`src/tpe_pkg.sv`:
```
/*
 test port enable and security package: register offset, field positions,
 command codes, sector counts and reset values.
 assumes the bench and the design both refer to it as tpe_pkg::name.
*/
// Operation
// while locked, every memory read from programmer or test port is refused.
// while locked, only full chip erase is taken; other program/erase/verify blocked.
// finished full chip erase clears lock; part becomes blank and unsecured.
// each flash and eeprom sector has a protect bit; protected sectors not erased.
// enable register bit 0 turns test port off at 0, on at 1.
// software writes zero to enable register bits 1 to 7.
// with nonvolatile dedicate bit set, system reset never stops test port.
// with only software enable, system reset aborts and blocks test port work.
// test pins enabled by dedicate bit, software enable bit or product term.
// enable register at offset c7; reset or processor write clears enable bit.
// error pin low on flash erase/program failure until clear, or disable then reset; code flags sector erase and program only, not chip erase.
// ready pin high while readable, low during flash program/erase or eeprom write.
`default_nettype none
package tpe_pkg;
   localparam logic [7:0] TPE_ENABLE_OFFSET = 8'hc7;
   localparam int         TPE_ENABLE_BIT    = 0;
   localparam logic [7:0] TPE_ENABLE_RESET  = 8'h00;
   localparam int         TPE_FLASH_SECTORS = 8;
   localparam int         TPE_EE_SECTORS    = 4;
   localparam int         TPE_OP_CYCLES     = 16;
   // test port commands, shifted in lsb first on the data pin
   localparam logic [3:0] TPE_CMD_NOP       = 4'h0;
   localparam logic [3:0] TPE_CMD_READ      = 4'h1;
   localparam logic [3:0] TPE_CMD_PROGRAM   = 4'h2;
   localparam logic [3:0] TPE_CMD_SECT_ERA  = 4'h3;
   localparam logic [3:0] TPE_CMD_VERIFY    = 4'h4;
   localparam logic [3:0] TPE_CMD_CHIP_ERA  = 4'h5;
   localparam logic [3:0] TPE_CMD_CLEAR     = 4'h6;
   localparam logic [3:0] TPE_CMD_DISABLE   = 4'h7;
   localparam logic [3:0] TPE_CMD_ENABLE    = 4'h8;
   // command frame: 4 command bits then 4 sector bits (bit 3 selects eeprom)
   localparam int         TPE_FRAME_BITS    = 8;
endpackage
`default_nettype wire

```
`src/tpe_port.sv`:
```
/*
 test port enable, security lock and sector protection.
 test clock, mode select and data arrive from an outside programmer and are
 synchronised; the processor writes the enable register on its own port in
 this clock domain. memory arrays live outside: this block grants reads and takes their fail flag.
*/
`timescale 1ns/10ps
`default_nettype none
module tpe_port (
   // clock and reset
   input  wire logic       clock,
   input  wire logic       rstn,
   // system reset of the device, pin level, active low
   input  wire logic       sys_reset_n,
   // enable sources
   input  wire logic       nvm_dedicate,
   input  wire logic       test_pin_select_term,
   // processor register port
   input  wire logic       reg_wr,
   input  wire logic [7:0] reg_addr,
   input  wire logic [7:0] reg_wdata,
   output logic      [7:0] reg_rdata,
   // nonvolatile lock and protect state
   input  wire logic       lock_in,
   input  wire logic [7:0] flash_protect,
   input  wire logic [3:0] ee_protect,
   // programmer read of memory contents
   input  wire logic       prog_read_req,
   output logic            prog_read_grant,
   // test port pins
   input  wire logic       tck,
   input  wire logic       tms,
   input  wire logic       tdi,
   output logic            tdo,
   output logic            tdo_oe,
   output logic            pins_enabled,
   output logic            pin_ready_status,
   output logic            pin_error_flag,
   // memory operation outcome from the arrays, and lock state out
   input  wire logic       mem_fail,
   output logic            lock_out
);
   typedef enum logic [2:0] {
      TPE_IDLE = 3'b001,
      TPE_SHIFT = 3'b010,
      TPE_BUSY = 3'b100
   } tpe_state_e;

   logic tck_s, tms_s, tdi_s, rst_s;
   tpe_sync u_s_tck (.clock(clock), .rstn(rstn), .din(tck),         .dout(tck_s));
   tpe_sync u_s_tms (.clock(clock), .rstn(rstn), .din(tms),         .dout(tms_s));
   tpe_sync u_s_tdi (.clock(clock), .rstn(rstn), .din(tdi),         .dout(tdi_s));
   tpe_sync u_s_rst (.clock(clock), .rstn(rstn), .din(~sys_reset_n), .dout(rst_s));

   tpe_state_e st_q, st_d;
   logic [7:0] en_q, en_d;
   logic       tck_q, tck_d;
   logic [7:0] sh_q, sh_d;
   logic [3:0] cnt_q, cnt_d;
   logic [4:0] op_q, op_d;
   logic [3:0] cmd_q, cmd_d;
   logic       lock_q, lock_d;
   logic       err_q, err_d;
   logic       dis_q, dis_d;
   logic       ext_q, ext_d;
   logic       tdo_q, tdo_d;
   logic       oe_q, oe_d;
   logic       pe_q, pe_d;
   logic       rdy_q, rdy_d;
   logic       grant_q, grant_d;
   logic       lk_init_q, lk_init_d;

   logic       port_on, port_hold, rise;
   logic [3:0] f_cmd;
   logic [3:0] f_sec;
   logic       prot;

   always_comb begin
      en_d = en_q;
      // processor write; also cleared by device reset below
      if (reg_wr && reg_addr == tpe_pkg::TPE_ENABLE_OFFSET) begin
         en_d = {7'h00, reg_wdata[tpe_pkg::TPE_ENABLE_BIT]};
      end
      // software-enabled port loses its enable on system reset
      if (rst_s) begin
         en_d = tpe_pkg::TPE_ENABLE_RESET;
      end
      // three sources ored
      port_on = nvm_dedicate | en_q[tpe_pkg::TPE_ENABLE_BIT] | test_pin_select_term;
      // reset halts only when the dedicate bit is clear
      port_hold = rst_s & ~nvm_dedicate;
      tck_d = tck_s;
      rise = tck_s & ~tck_q;
      f_cmd = sh_q[3:0];
      f_sec = sh_q[7:4];
      // protect lookup: top sector bit picks eeprom
      prot = f_sec[3] ? ee_protect[f_sec[1:0]] : flash_protect[f_sec[2:0]];
   end

   always_comb begin
      st_d = st_q;
      sh_d = sh_q;
      cnt_d = cnt_q;
      op_d = op_q;
      cmd_d = cmd_q;
      lock_d = lock_q;
      err_d = err_q;
      dis_d = dis_q;
      ext_d = ext_q;
      tdo_d = tdo_q;
      lk_init_d = 1'b1;
      if (!lk_init_q) begin
         lock_d = lock_in;
      end
      // programmer reads refused while locked
      grant_d = prog_read_req & ~lock_q;
      if (rst_s && dis_q) begin
         err_d = 1'b1;  // reset after disable releases error
         dis_d = 1'b0;
         ext_d = 1'b0;
      end
      if (!port_on || port_hold) begin
         st_d = TPE_IDLE;  // abort in-progress work
         cnt_d = 4'h0;
      end else begin
         unique case (st_q)
            TPE_IDLE: begin
               if (rise && tms_s) begin
                  st_d = TPE_SHIFT;
                  cnt_d = 4'h0;
               end
            end
            TPE_SHIFT: begin
               if (rise) begin
                  sh_d = {tdi_s, sh_q[7:1]};
                  cnt_d = cnt_q + 4'h1;
                  tdo_d = sh_q[0];
               end
            end
            TPE_BUSY: begin
               op_d = op_q - 5'h1;
               if (op_q == 5'h01) begin
                  st_d = TPE_IDLE;
                  // flash program or sector erase only; eeprom has no error pin
                  if (mem_fail && !f_sec[3] && (cmd_q == tpe_pkg::TPE_CMD_PROGRAM
                      || cmd_q == tpe_pkg::TPE_CMD_SECT_ERA)) begin
                     err_d = 1'b0;
                  end
                  if (cmd_q == tpe_pkg::TPE_CMD_CHIP_ERA) begin
                     lock_d = 1'b0;
                  end
               end
            end
            default: st_d = TPE_IDLE;
         endcase
         // decode once the last frame bit is in
         if (st_q == TPE_SHIFT && cnt_q == 4'(tpe_pkg::TPE_FRAME_BITS)) begin
            cnt_d = 4'h0;
            st_d = TPE_IDLE;
            unique case (f_cmd)
               tpe_pkg::TPE_CMD_CHIP_ERA: begin
                  st_d = TPE_BUSY;  // always allowed
                  cmd_d = f_cmd;
                  op_d = 5'(tpe_pkg::TPE_OP_CYCLES);
               end
               tpe_pkg::TPE_CMD_READ, tpe_pkg::TPE_CMD_PROGRAM,
               tpe_pkg::TPE_CMD_VERIFY, tpe_pkg::TPE_CMD_SECT_ERA: begin
                  // blocked while locked; protected sector
                  if (!lock_q && !(f_cmd == tpe_pkg::TPE_CMD_SECT_ERA && prot)) begin
                     st_d = TPE_BUSY;
                     cmd_d = f_cmd;
                     op_d = 5'(tpe_pkg::TPE_OP_CYCLES);
                  end
               end
               tpe_pkg::TPE_CMD_CLEAR: err_d = 1'b1;
               tpe_pkg::TPE_CMD_DISABLE: dis_d = 1'b1;
               tpe_pkg::TPE_CMD_ENABLE: ext_d = 1'b1;
               default: ;
            endcase
         end
      end
      oe_d = port_on & ext_q;
      pe_d = port_on;
      // low while a program, erase or write runs
      rdy_d = !(st_q == TPE_BUSY && cmd_q != tpe_pkg::TPE_CMD_READ
                && cmd_q != tpe_pkg::TPE_CMD_VERIFY);
   end

   always_ff @(posedge clock or negedge rstn) begin
      if (!rstn) begin
         st_q      <= TPE_IDLE;
         en_q      <= tpe_pkg::TPE_ENABLE_RESET;
         tck_q     <= 1'b0;
         sh_q      <= 8'h00;
         cnt_q     <= 4'h0;
         op_q      <= 5'h00;
         cmd_q     <= 4'h0;
         lock_q    <= 1'b1;
         err_q     <= 1'b1;
         dis_q     <= 1'b0;
         ext_q     <= 1'b0;
         tdo_q     <= 1'b0;
         oe_q      <= 1'b0;
         pe_q      <= 1'b0;
         rdy_q     <= 1'b1;
         grant_q   <= 1'b0;
         lk_init_q <= 1'b0;
      end else begin
         st_q      <= st_d;
         en_q      <= en_d;
         tck_q     <= tck_d;
         sh_q      <= sh_d;
         cnt_q     <= cnt_d;
         op_q      <= op_d;
         cmd_q     <= cmd_d;
         lock_q    <= lock_d;
         err_q     <= err_d;
         dis_q     <= dis_d;
         ext_q     <= ext_d;
         tdo_q     <= tdo_d;
         oe_q      <= oe_d;
         pe_q      <= pe_d;
         rdy_q     <= rdy_d;
         grant_q   <= grant_d;
         lk_init_q <= lk_init_d;
      end
   end

   assign reg_rdata        = en_q;
   assign prog_read_grant  = grant_q;
   assign tdo              = tdo_q;
   assign tdo_oe           = oe_q;
   assign pins_enabled     = pe_q;
   assign pin_ready_status = rdy_q;
   assign pin_error_flag   = err_q;
   assign lock_out         = lock_q;
endmodule
`default_nettype wire

```
`src/tpe_sync.sv`:
```
/*
 two flip-flop level synchroniser.
 assumes the input may change at any time relative to clock.
*/
`timescale 1ns/10ps
`default_nettype none
module tpe_sync (
   // clock and reset
   input  wire logic clock,
   input  wire logic rstn,
   // level in and out
   input  wire logic din,
   output logic      dout
);
   logic meta_q;
   logic meta_d;
   logic sync_q;
   logic sync_d;

   always_comb begin
      meta_d = din;
      sync_d = meta_q;
   end

   always_ff @(posedge clock or negedge rstn) begin
      if (!rstn) begin
         meta_q <= 1'b0;
         sync_q <= 1'b0;
      end else begin
         meta_q <= meta_d;
         sync_q <= sync_d;
      end
   end

   assign dout = sync_q;
endmodule
`default_nettype wire

```
`config.mk`:
```
export PLATFORM = sky130hd
export DESIGN_NAME = tpe_port
export DESIGN_NICKNAME = d
export VERILOG_FILES = /design/src/tpe_pkg.sv /design/src/tpe_port.sv /design/src/tpe_sync.sv
export SDC_FILE = /design/constraint.sdc
export NUM_CORES = 1
export LEC_CHECK = 0
export ABC_AREA = 1
export BUFFER_PORTS_ARGS = -buffer_cell sky130_fd_sc_hd__buf_2
export CAP_MARGIN = 20
export CORE_AREA = 2 2 72 61
export DETAILED_ROUTE_END_ITERATION = 8
export DIE_AREA = 0 0 74 63
export PLACE_DENSITY = 0.85
export SETUP_SLACK_MARGIN = 0.15
export SYNTH_ARGS = -nofsm -noshare
export SYNTH_HDL_FRONTEND = slang
export SYNTH_SLANG_ARGS = --single-unit
```
`constraint.sdc`:
```
create_clock -name clock -period 2.3 [get_ports clock]
set_input_delay 0.345 -clock clock [delete_from_list [all_inputs] [get_ports clock]]
set_output_delay 0.345 -clock clock [all_outputs]
set_load 0.02 [all_outputs]
```
==> run summary <==
Synth Area per Inst: 8.769 um2
FF-to-FF Start: cnt_q[0]$_DFFE_PN0P_
GP Congestion: 0.7929
worst-skew pair later-pin latency: 0.29 ns
final setup TNS: 0 ns
Clock Tree Buf Depth: 2
setup clock skew after layout: 0.005989 ns
die area: 4662 um2
initial core utilization: 53.48%
drt drc: 0
antenna cells: 0
Synth top area share: 47.17%
crit path DAT: 1.90 ns
f_max: 588.3 MHz
compound-cell area share of the yosys netlist: 7.842%
met2 usage: 31.03%
Yosys reg bits: 44
Row Count: 21
CTS Buf Count: 5
leading area contributor after synthesis: dfrtp_1
synthesis warning total: 0
simple-gate area share of the yosys netlist: 25.18%
RSZ-0062 raised after global routing: no
Layout Nets: 332
status: complete, no violations
drt via density: 4.945
# Post-CTS Setup Buffers: 0
CORE AREA: 3968 um2
# Max-Cap Violations: 0
DRT iter0 DRCs: 79
routed wire length: 4.002 mm
layout cells sized above 1: 24.57%
most common cell after layout, fill and taps aside: nand2_1
Crit Path Category: flop to flop
met1 GRT Util: 23.73%
Root Buffer: clkbuf_8
CP Capture Type: flop
grt met3 use: 5.323%
Critical Path RT: 2.50 ns
Area Overhead vs Synth: 15.68%
Antenna Nets Post-Route: 0
drt first pass iters: 4
largest family of logic cells by synthesized area: simple AND/OR/NAND/NOR gates
antenna violations before repair: 0
Worst Setup EP: pin_error_flag$_DFF_PN1_
P_leak: 1.218 nW
share of the yosys chip area belonging to registers: 52.12%
r2r worst-path depth: 8
mapped cell area: 2122 um2
H-tree depth: 2
clk sinks: 44
CTS tree: built
die height: 63 um
Layout Cells excl Fill: 346
DR WL/cell: 11.57 um
Final Critical Period: 1.700 ns
period utilization: 73.90%
Hold Path Stages: 1
Detailed Place HPWL: 3.031 mm
Yosys cell types: 32
fin. max-slew vios: 0
global-route wire length before repair: 6.734 mm
Die Wd: 74 um
PD cells: 729.4 nW/um2
Most Crowded Layer GR: met2
DR vias: 1711
Synth Area in Adders: 2.358%
worst setup path startpoint: cnt_q[0]$_DFFE_PN0P_
Worst Hold Slack: 0.1590 ns
Ports: 55
synthesized instance count: 242
hold crit path type: input pin to flop
pin count of the biggest net entering global routing: 22
crit path launch type: flop
Fin. Hold Viols: 0
grt ovf: 0
Final setup viols: 0
CP Max Fanout: 10
gr usage total: 18.83%
xor/xnor cell area share of the yosys netlist: 2.476%
vias in the first global route: 1628
post-synthesis mux area share: 1.002%
Reg2Reg Setup Slack: 0.60 ns
peak supply drop: 0.4737 mV
clock slew at reported path FFs: 0.08 ns
Post-Place Cells: 337
top cells by area, synth: dfrtp_1 47%, nand2_1 8.5%, nand3_1 5.9%, dfstp_2 5.0%, inv_1 4.6%
port buffer count: 40
most frequent cells in the layout: 48 x nand2_1, 40 x dfrtp_1, 40 x buf_2, 26 x inv_1, 25 x nand3_1
r2r endpoint: pin_error_flag$_DFF_PN1_
## power breakdown
| part | leakage, nW | internal, mW | total (mW) | switching [mW] |
|---|---|---|---|---|
| sequential | 0.555 | 0.860 | 0.924 | 0.0645 |
| clock | 0.0422 | 0.213 | 0.453 | 0.240 |
| combinational | 0.620 | 0.148 | 0.413 | 0.265 |
## worst max-delay path, cell delays in order, from the launching register on
cell	delay (ns)
dfrtp_1	0.40
inv_1	0.10
ha_1	0.15
nand3_1	0.08
nor2_2	0.21
inv_2	0.08
nor2_4	0.23
nand2_1	0.12
o32ai_1	0.24
## cell usage after synthesis, drive strengths merged
master	instances
nand2	54
dfrtp	40
inv	31
nand3	26
nor2	21
o21ai	14
a21oi	11
buf	10
dfstp	4
ha	4
nor3	4
nor4	4
xor2	4
nand4	3
conb	2
xnor2	2
a211oi	1
and3	1
mux2	1
mux2i	1
nand3b	1
o22ai	1
o31ai	1
o32ai	1
## cells by family after synthesis
family	count (synthesis)
xor+xnor	6
buf+inv	41
other cells	2
mux	2
compound gates	29
fa+ha+maj	4
flops	44
simple gates	114
## through the flow
step / instance area (um2) / total power, mW / setup WS (ns) / util (%)
floorplan: 2145 / 1.241 / 0.8100 / -
global placement: 2364 / 1.331 / 0.6382 / 59.57
detailed placement: 2364 / 1.348 / 0.6020 / 59.57
CTS: 2455 / 1.800 / 0.5764 / 61.87
global route: 2455 / 1.901 / 0.4291 / 61.87
finish: 2455 / 1.791 / 0.6003 / 61.87
## flip-flops by register name (all words and copies together), names as in the netlist, 3 cells and up
| name | cells |
|---|---|
| sh_q | 8 |
| cmd_q | 4 |
| cnt_q | 4 |
| st_q | 3 |
| op_q | 5 |
## area by class of cell
| type | instances | area [um2] |
|---|---|---|
| Timing Repair Buffer | 43 | 225.2 |
| Inverter | 31 | 116.4 |
| Sequential cell | 44 | 1106 |
| Fill cell | 334 | 1513 |
| Clock inverter | 1 | 5.005 |
| Tap cell | 57 | 71.32 |
| Clock buffer | 7 | 76.32 |
| Multi-Input combinational cell | 163 | 854.6 |
## routing by layer
layer  up-vias  share of wire [%]
li1        863                  -
met1       797                 46
met2        45                 48
met3         6                5.4
met4         0                1.0
met5         -                  0
## how the worst min path moves through the flow
stage	startpoint	to	slack [ns]
floorplan	rstn	cmd_q[0]$_DFFE_PN0P_	0.05
global placement	rstn	pins_enabled$_DFF_PN0_	0.24
detailed placement	rstn	tdo_oe$_DFF_PN0_	0.24
CTS	tck	u_s_tck.meta_q$_DFF_PN0_	0.15
global route	tdi	u_s_tdi.meta_q$_DFF_PN0_	0.14
finish	tck	u_s_tck.meta_q$_DFF_PN0_	0.16
## timing repair
item / CTS / global route
resized for setup: 0 / 0
hold buffers: 1 / 0
hold endpoints to repair: 10 / 0
(Power assumes the default switching activity.)
